[config.mk]
export PLATFORM = sky130hd
export DESIGN_NAME = cie_top
export DESIGN_NICKNAME = d
export VERILOG_FILES = /design/src/hw/cie_pkg.sv /design/src/hw/cie_cfg_if.sv /design/src/hw/cie_sync2.sv /design/src/hw/cie_regs.sv /design/src/hw/cie_top.sv
export VERILOG_INCLUDE_DIRS = /design/src /design/src/hw
export SDC_FILE = /design/constraint.sdc
export NUM_CORES = 1
export LEC_CHECK = 0
export BUFFER_PORTS_ARGS = -buffer_cell sky130_fd_sc_hd__buf_4
export CAP_MARGIN = 20
export CORE_UTILIZATION = 40
export DETAILED_ROUTE_END_ITERATION = 10
export MAX_ROUTING_LAYER = met4
export SYNTH_ARGS = -nofsm -noshare
export SYNTH_HDL_FRONTEND = slang
export SYNTH_SLANG_ARGS = --single-unit
[constraint.sdc]
create_clock -name clk_i -period 2.6 [get_ports clk_i]
set_input_delay 0.39 -clock clk_i [delete_from_list [all_inputs] [get_ports clk_i]]
set_output_delay 0.39 -clock clk_i [all_outputs]
set_load 0.1 [all_outputs]
[src/hw/cie_defs.svh]
/*
  Constants of the core interrupt enable and priority block: register
  addresses, bit positions of the seven sources and reset values.
  Assumes inclusion by bare name from files under hw/.
*/
`ifndef CIE_DEFS_SVH
`define CIE_DEFS_SVH

// ==========================================================
// register addresses, also the base of their bit addresses
`define CIE_ADDR_ENABLE 8'ha8
`define CIE_ADDR_LEVEL 8'hb8

// ==========================================================
// source positions in both registers
`define CIE_SRC_EXT0 3'h0
`define CIE_SRC_TMR0 3'h1
`define CIE_SRC_EXT1 3'h2
`define CIE_SRC_TMR1 3'h3
`define CIE_SRC_UART 3'h4
`define CIE_SRC_TMR2 3'h5
`define CIE_SRC_SPI 3'h6
`define CIE_BIT_GLOBAL 3'h7

// ==========================================================
// reset values and fixed read values
`define CIE_ENABLE_RST 8'h00
`define CIE_LEVEL_RST 7'h00
`define CIE_LEVEL_TOP_RD 1'h1
`define CIE_UNMAPPED_RD 8'h00

`endif

[src/hw/cie_pkg.sv]
/*
  Types of the core interrupt enable and priority block.
  Assumes nothing beyond a SystemVerilog compiler.
*/
package cie_pkg;

  // hold-off sequencer after a return from service
  typedef enum logic [1:0] {
    CIE_ST_RUN = 2'b01,
    CIE_ST_WAIT = 2'b10
  } cie_hold_state_t;

  typedef logic [6:0] cie_src_vec_t;

endpackage : cie_pkg

[src/hw/cie_cfg_if.sv]
/*
  Carrier of the register contents from the register file to the
  gating logic. Assumes both ends sit on the same clock.
*/
`timescale 1ns/1ps
`default_nettype none

interface cie_cfg_if;
  logic [7:0] enable;
  logic [6:0] level;

  modport regs (output enable, output level);
  modport user (input enable, input level);
endinterface : cie_cfg_if

`default_nettype wire

[src/hw/cie_sync2.sv]
/*
  Two-stage synchroniser for a group of asynchronous levels.
  Assumes the inputs come from pins outside the clock domain.
*/
`timescale 1ns/1ps
`default_nettype none

module cie_sync2 #(
  parameter int WIDTH = 2
) (
  input wire logic clk_i,
  input wire logic arst_n_i,
  input wire logic [WIDTH-1:0] async_i,
  output logic [WIDTH-1:0] sync_o
);

  logic [WIDTH-1:0] stage1;
  logic [WIDTH-1:0] stage2;

  // ==========================================================
  // first stage is read only by the second
  always_ff @(posedge clk_i or negedge arst_n_i)
  begin
    if (!arst_n_i)
    begin
      stage1 <= '0;
      stage2 <= '0;
    end
    else
    begin
      stage1 <= async_i;
      stage2 <= stage1;
    end
  end

  assign sync_o = stage2;

endmodule : cie_sync2

`default_nettype wire

[src/hw/cie_regs.sv]
/*
  Enable and level registers with byte and single-bit write access.
  Assumes writes arrive as one-cycle strobes on the system clock.
*/
`timescale 1ns/1ps
`default_nettype none
`include "cie_defs.svh"

module cie_regs
  import cie_pkg::*;
(
  input wire logic clk_i,
  input wire logic arst_n_i,
  input wire logic [7:0] sfr_addr_i,
  input wire logic sfr_wr_i,
  input wire logic [7:0] sfr_wdata_i,
  input wire logic [7:0] bit_addr_i,
  input wire logic bit_wr_i,
  input wire logic bit_wdata_i,
  cie_cfg_if.regs cfg
);

  localparam logic [7:0] ADDR_EN = `CIE_ADDR_ENABLE;
  localparam logic [7:0] ADDR_LV = `CIE_ADDR_LEVEL;

  logic [7:0] enable;
  logic [6:0] level;
  logic [7:0] next_enable;
  logic [6:0] next_level;

  // ==========================================================
  // byte write wins over a bit write in the same cycle
  always_comb
  begin
    next_enable = enable;
    next_level = level;
    if (sfr_wr_i && sfr_addr_i == ADDR_EN)
      next_enable = sfr_wdata_i;
    else if (bit_wr_i && bit_addr_i[7:3] == ADDR_EN[7:3])
      next_enable[bit_addr_i[2:0]] = bit_wdata_i;
    if (sfr_wr_i && sfr_addr_i == ADDR_LV)
      next_level = sfr_wdata_i[6:0];
    else if (bit_wr_i && bit_addr_i[7:3] == ADDR_LV[7:3] && bit_addr_i[2:0] != `CIE_BIT_GLOBAL)
      next_level[bit_addr_i[2:0]] = bit_wdata_i;
  end

  always_ff @(posedge clk_i or negedge arst_n_i)
  begin
    if (!arst_n_i)
    begin
      enable <= `CIE_ENABLE_RST;
      level <= `CIE_LEVEL_RST;
    end
    else
    begin
      enable <= next_enable;
      level <= next_level;
    end
  end

  assign cfg.enable = enable;
  assign cfg.level = level;

endmodule : cie_regs

`default_nettype wire

[src/hw/cie_top.sv]
/*
  Core interrupt enable and priority block: global and per-source
  enables, per-source priority level, request gating, priority resolve
  and hold-off while a routine of equal or higher level is in service.
  Assumes peripheral pending flags and core strobes on clk_i; the two
  external interrupt inputs are asynchronous pins.
*/
// Behaviour
// Global enable bit 7 clear blocks every request regardless of the masks.
// Global enable set passes a request only when its own mask bit is set.
// Enable bit 6 gates the serial peripheral interface request.
// Enable bit 5 gates timer 2; either overflow flag raises it.
// Enable bit 4 gates the first serial port request.
// Enable bit 3 gates the timer 1 overflow request.
// Enable bit 2 gates external interrupt input 1.
// Enable bit 1 gates the timer 0 overflow request.
// Enable bit 0 gates external interrupt input 0.
// Enable register at 0xa8, all pages, bit access, resets to zero.
// Level bit 2 sets the external input 1 priority.
// Level bit 1 sets the timer 0 priority.
// Level bit 0 means low priority, 1 means high priority.
// Level bits 6,5,4,3,0 serve spi, timer 2, uart, timer 1, ext 0.
// Level bit 7 unused: reads 1, writes ignored.
// Level register reachable on all pages with single-bit access.
// Pending requests sampled and priority resolved every clock.
// Equal or higher level in service holds off until return plus one instruction.
`timescale 1ns/1ps
`default_nettype none
`include "cie_defs.svh"

module cie_top
  import cie_pkg::*;
(
  input wire logic clk_i,
  input wire logic arst_n_i,
  input wire logic [7:0] sfr_addr_i,
  input wire logic sfr_wr_i,
  input wire logic [7:0] sfr_wdata_i,
  input wire logic sfr_rd_i,
  output logic [7:0] sfr_rdata_o,
  input wire logic [7:0] bit_addr_i,
  input wire logic bit_wr_i,
  input wire logic bit_wdata_i,
  input wire logic bit_rd_i,
  output logic bit_rdata_o,
  input wire logic ext_irq_input_zero_i,
  input wire logic ext_irq_input_one_i,
  input wire logic timer0_overflow_flag_i,
  input wire logic timer1_overflow_flag_i,
  input wire logic timer2_low_overflow_flag_i,
  input wire logic timer2_high_overflow_flag_i,
  input wire logic first_serial_port_irq_i,
  input wire logic serial_periph_port_irq_i,
  input wire logic vector_taken_i,
  input wire logic reti_i,
  input wire logic instr_done_i,
  output logic [6:0] masked_req_o,
  output logic [6:0] req_level_o,
  output logic irq_req_o,
  output logic [2:0] irq_src_o,
  output logic irq_high_o,
  output logic [1:0] in_service_o
);

  localparam logic [7:0] ADDR_EN = `CIE_ADDR_ENABLE;
  localparam logic [7:0] ADDR_LV = `CIE_ADDR_LEVEL;

  cie_cfg_if cfg ();

  logic [1:0] ext_sync;
  cie_src_vec_t raw;
  cie_src_vec_t masked_now;
  cie_src_vec_t hi_req;
  cie_src_vec_t lo_req;
  logic [7:0] level_rd;

  // ==========================================================
  // registers and pin synchronisers
  cie_regs u_regs (
    .clk_i(clk_i),
    .arst_n_i(arst_n_i),
    .sfr_addr_i(sfr_addr_i),
    .sfr_wr_i(sfr_wr_i),
    .sfr_wdata_i(sfr_wdata_i),
    .bit_addr_i(bit_addr_i),
    .bit_wr_i(bit_wr_i),
    .bit_wdata_i(bit_wdata_i),
    .cfg(cfg.regs)
  );

  cie_sync2 #(
    .WIDTH(2)
  ) u_sync (
    .clk_i(clk_i),
    .arst_n_i(arst_n_i),
    .async_i({ext_irq_input_one_i, ext_irq_input_zero_i}),
    .sync_o(ext_sync)
  );

  // ==========================================================
  // raw requests in source order
  always_comb
  begin
    raw = '0;
    raw[`CIE_SRC_EXT0] = ext_sync[0];
    raw[`CIE_SRC_TMR0] = timer0_overflow_flag_i;
    raw[`CIE_SRC_EXT1] = ext_sync[1];
    raw[`CIE_SRC_TMR1] = timer1_overflow_flag_i;
    raw[`CIE_SRC_UART] = first_serial_port_irq_i;
    raw[`CIE_SRC_TMR2] = timer2_low_overflow_flag_i | timer2_high_overflow_flag_i;
    raw[`CIE_SRC_SPI] = serial_periph_port_irq_i;
  end

  // ==========================================================
  // per-source gating and level split
  for (genvar g = 0; g < 7; g++)
  begin : g_src

    assign masked_now[g] = cfg.enable[`CIE_BIT_GLOBAL] & cfg.enable[g] & raw[g];
    assign hi_req[g] = masked_now[g] & cfg.level[g];
    assign lo_req[g] = masked_now[g] & ~cfg.level[g];
  end

  // lowest source index wins within a level
  function automatic logic [2:0] first_set(input cie_src_vec_t v);
    logic [2:0] idx;
    idx = 3'h0;
    for (int i = 6; i >= 0; i--)
    begin
      if (v[i])
        idx = 3'(i);
    end
    return idx;
  endfunction : first_set

  // ==========================================================
  // hold-off sequencer and resolved request
  cie_hold_state_t hold_state;
  cie_hold_state_t next_hold_state;
  logic isv_low;
  logic isv_high;
  logic next_isv_low;
  logic next_isv_high;
  logic next_irq_req;
  logic [2:0] next_irq_src;
  logic next_irq_high;
  cie_src_vec_t next_masked;
  cie_src_vec_t next_req_level;

  always_comb
  begin
    next_hold_state = hold_state;
    next_isv_low = isv_low;
    next_isv_high = isv_high;
    unique case (hold_state)
      CIE_ST_RUN:
      begin
        if (reti_i)
        begin
          if (isv_high)
            next_isv_high = 1'b0;
          else
            next_isv_low = 1'b0;
          next_hold_state = CIE_ST_WAIT;
        end
      end
      CIE_ST_WAIT:
      begin
        if (instr_done_i)
          next_hold_state = CIE_ST_RUN;
      end
      default:
      begin
        next_hold_state = CIE_ST_RUN;
      end
    endcase
    if (vector_taken_i)
    begin
      if (irq_high_o)
        next_isv_high = 1'b1;
      else
        next_isv_low = 1'b1;
    end
  end

  always_comb
  begin
    next_masked = masked_now;
    next_req_level = hi_req;
    next_irq_req = 1'b0;
    next_irq_src = 3'h0;
    next_irq_high = 1'b0;
    if (hold_state == CIE_ST_RUN && next_hold_state == CIE_ST_RUN)
    begin
      if (|hi_req && !next_isv_high)
      begin
        next_irq_req = 1'b1;
        next_irq_src = first_set(hi_req);
        next_irq_high = 1'b1;
      end
      else if (|lo_req && !next_isv_high && !next_isv_low)
      begin
        next_irq_req = 1'b1;
        next_irq_src = first_set(lo_req);
      end
    end
  end

  always_ff @(posedge clk_i or negedge arst_n_i)
  begin
    if (!arst_n_i)
    begin
      hold_state <= CIE_ST_RUN;
      isv_low <= 1'b0;
      isv_high <= 1'b0;
      irq_req_o <= 1'b0;
      irq_src_o <= 3'h0;
      irq_high_o <= 1'b0;
      masked_req_o <= '0;
      req_level_o <= '0;
      in_service_o <= 2'h0;
    end
    else
    begin
      hold_state <= next_hold_state;
      isv_low <= next_isv_low;
      isv_high <= next_isv_high;
      irq_req_o <= next_irq_req;
      irq_src_o <= next_irq_src;
      irq_high_o <= next_irq_high;
      masked_req_o <= next_masked;
      req_level_o <= next_req_level;
      in_service_o <= {next_isv_high, next_isv_low};
    end
  end

  // ==========================================================
  // registered read port, byte and single bit
  logic [7:0] next_sfr_rdata;
  logic next_bit_rdata;

  assign level_rd = {`CIE_LEVEL_TOP_RD, cfg.level};

  always_comb
  begin
    next_sfr_rdata = sfr_rdata_o;
    next_bit_rdata = bit_rdata_o;
    if (sfr_rd_i)
    begin
      if (sfr_addr_i == ADDR_EN)
        next_sfr_rdata = cfg.enable;
      else if (sfr_addr_i == ADDR_LV)
        next_sfr_rdata = level_rd;
      else
        next_sfr_rdata = `CIE_UNMAPPED_RD;
    end
    if (bit_rd_i)
    begin
      if (bit_addr_i[7:3] == ADDR_EN[7:3])
        next_bit_rdata = cfg.enable[bit_addr_i[2:0]];
      else if (bit_addr_i[7:3] == ADDR_LV[7:3])
        next_bit_rdata = level_rd[bit_addr_i[2:0]];
      else
        next_bit_rdata = 1'b0;
    end
  end

  always_ff @(posedge clk_i or negedge arst_n_i)
  begin
    if (!arst_n_i)
    begin
      sfr_rdata_o <= 8'h00;
      bit_rdata_o <= 1'b0;
    end
    else
    begin
      sfr_rdata_o <= next_sfr_rdata;
      bit_rdata_o <= next_bit_rdata;
    end
  end
endmodule : cie_top

`default_nettype wire

# After elaboration in Yosys (flattened, before gate mapping)
# Cells that the tools add are included.
[word_totals]
reg_bits = 53
input_bits = 42
out_inout_bits = 30
word_cells = 127
[op_classes]
order_cmp = 2
eq_ne = 8
mux = 50
bitwise_logic = 36
reduce_logical = 16
[ops]
columns = ["op", "n"]
rows = [
  ["3-bit two-way mux", 17],
  ["8-bit two-way mux", 4],
  ["1-bit AND", 28],
  ["1-bit two-way mux", 19],
  ["8-bit equality test, second input constant", 2],
  ["7-bit two-way mux", 2],
  ["7-bit OR reduction", 2],
  ["5-bit equality test, second input constant", 2],
  ["1-bit logical AND", 10],
  ["8-bit bitwise mux", 1],
  ["7-bit bitwise mux", 1],
  ["1-bit inverter", 7],
  ["1-bit binary-select mux with 3-bit select", 2],
  ["2-bit by 1-bit equality test with 1-bit output, second input constant", 2],
  ["3-bit by 4-bit < comparator with 1-bit output, second input constant", 1],
  ["2-bit two-way mux", 2],
  ["2-bit one-hot mux with 2 select lines", 1],
  ["2-bit nonzero test", 2],
  ["1-bit demux with 3-bit select", 1],
  ["3-bit by 1-bit >= comparator with 1-bit output, second input constant", 1],
  ["3-bit != test, second input constant", 1],
  ["2-bit equality test, second input constant", 1],
  ["1-bit zero test", 2],
  ["1-bit OR", 1],
]

# Longest topological paths before layout
[logic_depth]
ltp_word = 13
ltp_mapped = 7
depth_no_buf = 7

# Cells and area by module
# Synthesis repeated with hierarchy kept, for this count alone.
[unflattened]
hier_cells = 277
area_unflattened_um2 = 2824.0
[modules_own_cells]
columns = ["module", "instances", "cells_per_inst", "area_each_um2", "seq_area_each_um2"]
rows = [
  ["cie_top", 1, 165, 1744.2, 802.0],
  ["cie_regs", 1, 108, 979.7, 375.4],
  ["cie_sync2", 1, 4, 100.1, 100.1],
]

# Least setup slack after synthesis
# No wires, ideal clock.
[synth_timing]
path_type = "input port to flip-flop"
startpoint = "in sfr_addr_i[1]"
endpoint = "reg u_regs.level[3], in the netlist u_regs.cfg.level[3]"
setup_ps = 126
t_arrival_ps = 1799
required_time_ps = 2474
setup_slack_ps = 675
path_stages = 6
path_buffers = 1
path_cell_list = "or4b_4 > nor4_4 > nand2_1 > buf_2 > nor2_1 > a21oi_1"
[synth_between]
elab_chain_cells = 3
word_cells_on_any_way = 4
cone_classes = "eq/ne: 1; mux: 1; reduce/logical: 2"
[synth_rtl]
columns = ["element", "line", "rtl"]
rows = [
  ["from (decl)", "cie_top.sv:36", "input wire logic [7:0] sfr_addr_i,"],
  ["8-bit equality test (*)", "cie_regs.sv:41", "if (sfr_wr_i && sfr_addr_i == ADDR_LV)"],
  ["1-bit logical AND (*)", "cie_regs.sv:41", ""],
  ["7-bit two-way mux / 2-bit nonzero test (equally long branches)", "--", ""],
  ["to (signal assigned)", "cie_regs.sv:52", "level <= `CIE_LEVEL_RST;"],
  ["to (signal assigned)", "cie_regs.sv:57", "level <= next_level;"],
  ["to (decl)", "cie_regs.sv:27", "logic [6:0] level;"],
]
# Every way passes the cells marked *; elsewhere a longest branch is shown, timed or not.
# A chain may end at the register's enable or synchronous reset.

# Final worst setup path
[layout_timing]
startpoint = "reg hold_state[0]"
endpoint = "reg irq_src_o[0]"
[layout_between]
elab_chain_cells = 10
word_cells_on_any_way = 21
cone_classes = "eq/ne: 3; mux: 12; reduce/logical: 6"
[layout_rtl]
columns = ["element", "line", "rtl"]
rows = [
  ["from (decl)", "cie_top.sv:138", "cie_hold_state_t hold_state;"],
  ["from (signal assigned)", "cie_top.sv:225", "hold_state <= next_hold_state;"],
  ["2-bit by 1-bit equality test with 1-bit output", "cie_top.sv:155, cie_top.sv:193", ""],
  ["1-bit two-way mux", "cie_top.sv:155", "unique case (hold_state)"],
  ["1-bit two-way mux", "cie_top.sv:179", "if (irq_high_o)"],
  ["1-bit two-way mux", "cie_top.sv:177", "if (vector_taken_i)"],
  ["1-bit zero test", "cie_top.sv:195, cie_top.sv:201", ""],
  ["1-bit logical AND (2 in series)", "cie_top.sv:201", "else if (|lo_req && !next_isv_high && !next_isv_low)"],
  ["3-bit two-way mux", "cie_top.sv:201", ""],
  ["3-bit two-way mux", "cie_top.sv:195", "if (|hi_req && !next_isv_high)"],
  ["3-bit two-way mux (*)", "cie_top.sv:193", "if (hold_state == CIE_ST_RUN && next_hold_state == CIE_ST_RUN)"],
  ["via next_irq_src[0]", "cie_top.sv:145", "logic [2:0] next_irq_src;"],
  ["to (signal assigned)", "cie_top.sv:229", "irq_src_o <= next_irq_src;"],
  ["to (decl)", "cie_top.sv:60", "output logic [2:0] irq_src_o,"],
]
# Mark *: on every way through the listed nets, which the timed path passes. The rest lies on a longest branch.

==> flow_results.org <==
** Run status
- Run status :: finished clean

** Die
- Rows :: 29
- Number of top-level design ports :: 72
- Die extent in x :: about 83 um
- The die is 83.3 um tall.
- The floorplan step defined a die boundary enclosing 6930 um2.
- Initial Utilization :: 0.416
- After floorplanning, the core was sized to cover between 6000 and 7000 um2.

** Drt
- Total DRC errors in the routed layout :: 0
- Wire segments on met3 add up to around 350 um in the final route.
- Total wire length :: between 6000 and 7000 um
- Dividing the detail-routed via count by the number of cells gives 5.36.
- The highest layer touched by signal routing is met4.
- WL met1 :: approximately 3000 um
- Dividing the detail-routed wire length by the instance count gives about 15 um.
- Post-route antenna net violation count :: 0
- The first TritonRoute pass finished after 4 iterations.
- Detailed routing placed a total of roughly 2900 um of wire on met2.
- Vias after detailed routing :: 2241
- The first routing iteration left 62 violations.

** STA
- Slew Viols, Final :: 0
- Between clock sinks in the finished design, the worst skew comes to around 0.011 ns.
- Setup repair after global routing missed its margin :: false
- Dividing the final minimum period by the clock period gives 0.786.
- At the pin with the least slew margin, the transition time is approximately 0.64 ns.
- For this run, the top clock speed supported by timing is between 400 and 500 MHz.
- Count of final hold-check violations :: 0
- After layout, the minimum clock period comes to 2.04 ns.
- Adding up every negative setup slack in the final design gives 0 ns.
- Setup violations remaining at the end of the flow were counted as 0.
- Measured against its own limit, the worst slew margin works out to 0.572.

** Placed design
- Routability-driven placement finished with a final weighted congestion of ~0.83.
- Count of port buffers added during placement :: 71
- After legalization and detailed placement, the total HPWL measured approximately 4700 um.
- Area after DPL :: 3220 um2

** Clock network
- Clock root buffer :: sky130_fd_sc_hd__clkbuf_8
- Buffers inserted to repair hold after CTS numbered 0.
- Post-CTS repair changed the size of 0 cells.
- Number of clock buffers inserted by TritonCTS :: 5
- TritonCTS clock tree :: built
- The clock tree synthesis step divided the H-tree into 2 levels.
- After clock tree synthesis, the clock-pin slew on the worst setup and hold paths is around 0.09 ns.
- The clock reaches the later pin of the worst-skew pair after a little over 0.3 ns.
- Number of buffers inserted to repair setup after CTS :: 0
- Maximum clock path buffer count :: 2
- For this design, the sink count on the clock tree is between 50 and 60.

** Critical path
- Grouping stages by cell kind, the critical path spends the most delay in compound AO/OA/AOI/OAI gates.
- Crit-path slowest cell :: sky130_fd_sc_hd__dfstp_2
- Endpoint class of the critical path :: register
- Together, buffers and inverters on the worst path number 1.
- The worst setup path is launched from a register.
- The critical path goes through ha_1, inv_1, o41ai_1, o2111ai_1, nor3_1, a31o_1.
- The worst setup path is of the reg2reg kind.
- CP required :: ~2.9 ns
- In this design, the stage delay of the slowest critical-path cell is 0.55 ns.
- Endpoint arrival time on the critical path :: 2.29 ns
- Critical Path Fanout Max :: 7

** Yosys
- Among all flip-flop cells after synthesis, the most frequent one is sky130_fd_sc_hd__dfrtp_1.
- The number of nets in the synthesized netlist is around 320.
- EDFF count, synth :: 0
- Synth warnings :: 0
- Yosys cell types :: 43
- Proportion of register bits with asynchronous set or reset after synthesis :: 1.00
- The share of the Yosys chip area taken by registers is 0.484.
- Counting flops and latches in the post-synthesis netlist gives between 50 and 60.
- Number of instances in the synthesized netlist :: between 200 and 300
- Mean post-synth cell area :: 9.68 um2
- Cell area after synthesis :: between 2000 and 3000 um2

** Global routing
- Total routing resource utilization after global routing :: 0.195
- Via count of the first global-routing pass :: about 2.1k
- Largest net degree at the start of global routing :: 52
- Wire length of the first global-routing pass :: 10400 um
- Remaining global-route overflow :: 0
- Antenna violations before repair :: 0

** Final layout
- Post-Layout Inst Area :: about 3300 um2
- Leaving out fill and tap cells, the most frequent cell in the layout is sky130_fd_sc_hd__buf_4.
- Fraction of layout cells with a size suffix above 1 :: 0.261
- Post-layout net count :: around 380
- Relative to the synthesized area, the layout overhead comes to 26.2%.
- At the end of the flow the core is filled with cells to 0.525.
- The number of antenna diodes in the final layout is 0.
- Most frequent cells in the layout :: sky130_fd_sc_hd__buf_4, sky130_fd_sc_hd__dfrtp_1, sky130_fd_sc_hd__nor2_1
- Filler Cell Count :: 611

** Pwr
- For this design the ratio of total power to cell area is ~570 nW/um2.
- Across the VDD grid, the largest voltage drop is roughly 0.34 mV.
- Standby leakage power :: 1.70 nW

** Run
- Number of max-capacitance violations reported :: 0

** Min path
- Class of the tightest hold or removal check :: in2async
-- per-layer routing --
layer / global-route usage / vias up
met3: 0.0437 / 7
met4: 0.0533 / 0
met5: - / -
met1: 0.257 / 1050
li1: - / 1115
met2: 0.303 / 69
-- state kept, by name, summed over array words and instances, names as in the netlist --
register and count:
sfr_rdata_o 8, u_regs.cfg.enable 8, masked_req_o 7, req_level_o 7
u_regs.cfg.level 7, irq_src_o 3, hold_state 2, in_service_o 2
u_sync.stage1 2, u_sync.sync_o 2, bit_rdata_o 1, irq_high_o 1
irq_req_o 1
-- where the power goes --
part	internal (W)	total (W)	switching, W
Clock	0.000311	0.000568	0.000257
Sequential	0.000852	0.000925	0.0000724
Combinational	0.000152	0.000413	0.000262
Total	0.00132	0.00191	0.000591
-- worst paths after layout --
check                                            from                          to  slack, ns  cells after the start
max in group asynchronous                    arst_n_i      irq_src_o[2]$_DFF_PN0_       2.07                      1
hold / removal                               arst_n_i   masked_req_o[0]$_DFF_PN0_       0.10                      1
setup reg to reg              hold_state[0]$_DFF_PN1_      irq_src_o[0]$_DFF_PN0_       0.56                      6
min in group clk_i               ext_irq_input_zero_i  u_sync.stage1[0]$_DFF_PN0_       0.18                      1
setup / recovery              hold_state[0]$_DFF_PN1_      irq_src_o[0]$_DFF_PN0_       0.56                      6
hold reg to reg            u_sync.stage1[1]$_DFF_PN0_  u_sync.sync_o[1]$_DFF_PN0_       0.37                      0
-- cells in the mapped netlist (all sizes together) (2+ instances only) --
library cell / instances / area [um2]
and2: 2 / 12.5
o21ai: 22 / 118
dfrtp: 50 / 1250
ha: 2 / 25.0
nand4: 6 / 37.5
clkbuf: 8 / 30.0
nor2b: 4 / 25.0
mux2i: 20 / 200
nor4: 2 / 42.5
a21o: 2 / 15.0
nand2b: 4 / 25.0
buf: 6 / 46.3
inv: 18 / 67.6
o2111ai: 2 / 17.5
nand3: 4 / 20.0
and3: 5 / 31.3
a22oi: 9 / 67.6
a31oi: 3 / 18.8
a21oi: 21 / 105
nand4b: 6 / 52.6
nor2: 25 / 93.8
and4b: 4 / 40.0
nand2: 23 / 86.3
nor3: 7 / 35.0
o211ai: 4 / 30.0
-- cells by family after synthesis --
| logic type | share of synthesized area |
|---|---|
| muxes | 0.0758 |
| buffers and inverters | 0.0545 |
| and+or+nand+nor | 0.213 |
| adders and majority gates | 0.00947 |
| AOI/OAI and AO/OA | 0.164 |
| DFF | 0.484 |
-- layout make-up --
cell class | count | area (um2) | area share
sequential | 51 | 1280 | 0.383
multi-input combinational | 190 | 1220 | 0.366
clock buffer | 6 | 82.6 | 0.0248
inverter | 18 | 67.6 | 0.0203
clock inverter | 2 | 35.0 | 0.0105
tap | 77 | 96.3 | 0.0289
timing repair buffer | 74 | 556 | 0.167
-- stage by stage --
| step | cells | setup WS (ns) | hold slack [ns] | total power, W |
|---|---|---|---|---|
| 3_5_place_dp | 410 | 0.488 | 0.339 | 0.00136 |
| 4_1_cts | 418 | 0.537 | 0.129 | 0.00193 |
| 5_1_grt | 418 | 0.315 | 0.152 | 0.00201 |
| 2_1_floorplan | 273 | 0.675 | 0.0944 | 0.00121 |
| 6_report | 418 | 0.557 | 0.102 | 0.00191 |
| 3_3_place_gp | 410 | 0.504 | 0.333 | 0.00135 |
-- worst register-to-register path, cell delays in order, from the launching register on --
cell	delay, ns
sky130_fd_sc_hd__dfstp_2	0.55
sky130_fd_sc_hd__ha_1	0.26
sky130_fd_sc_hd__inv_1	0.06
sky130_fd_sc_hd__o41ai_1	0.43
sky130_fd_sc_hd__o2111ai_1	0.21
sky130_fd_sc_hd__nor3_1	0.29
sky130_fd_sc_hd__a31o_1	0.19
Note: power is estimated with default switching activity, not from simulation.
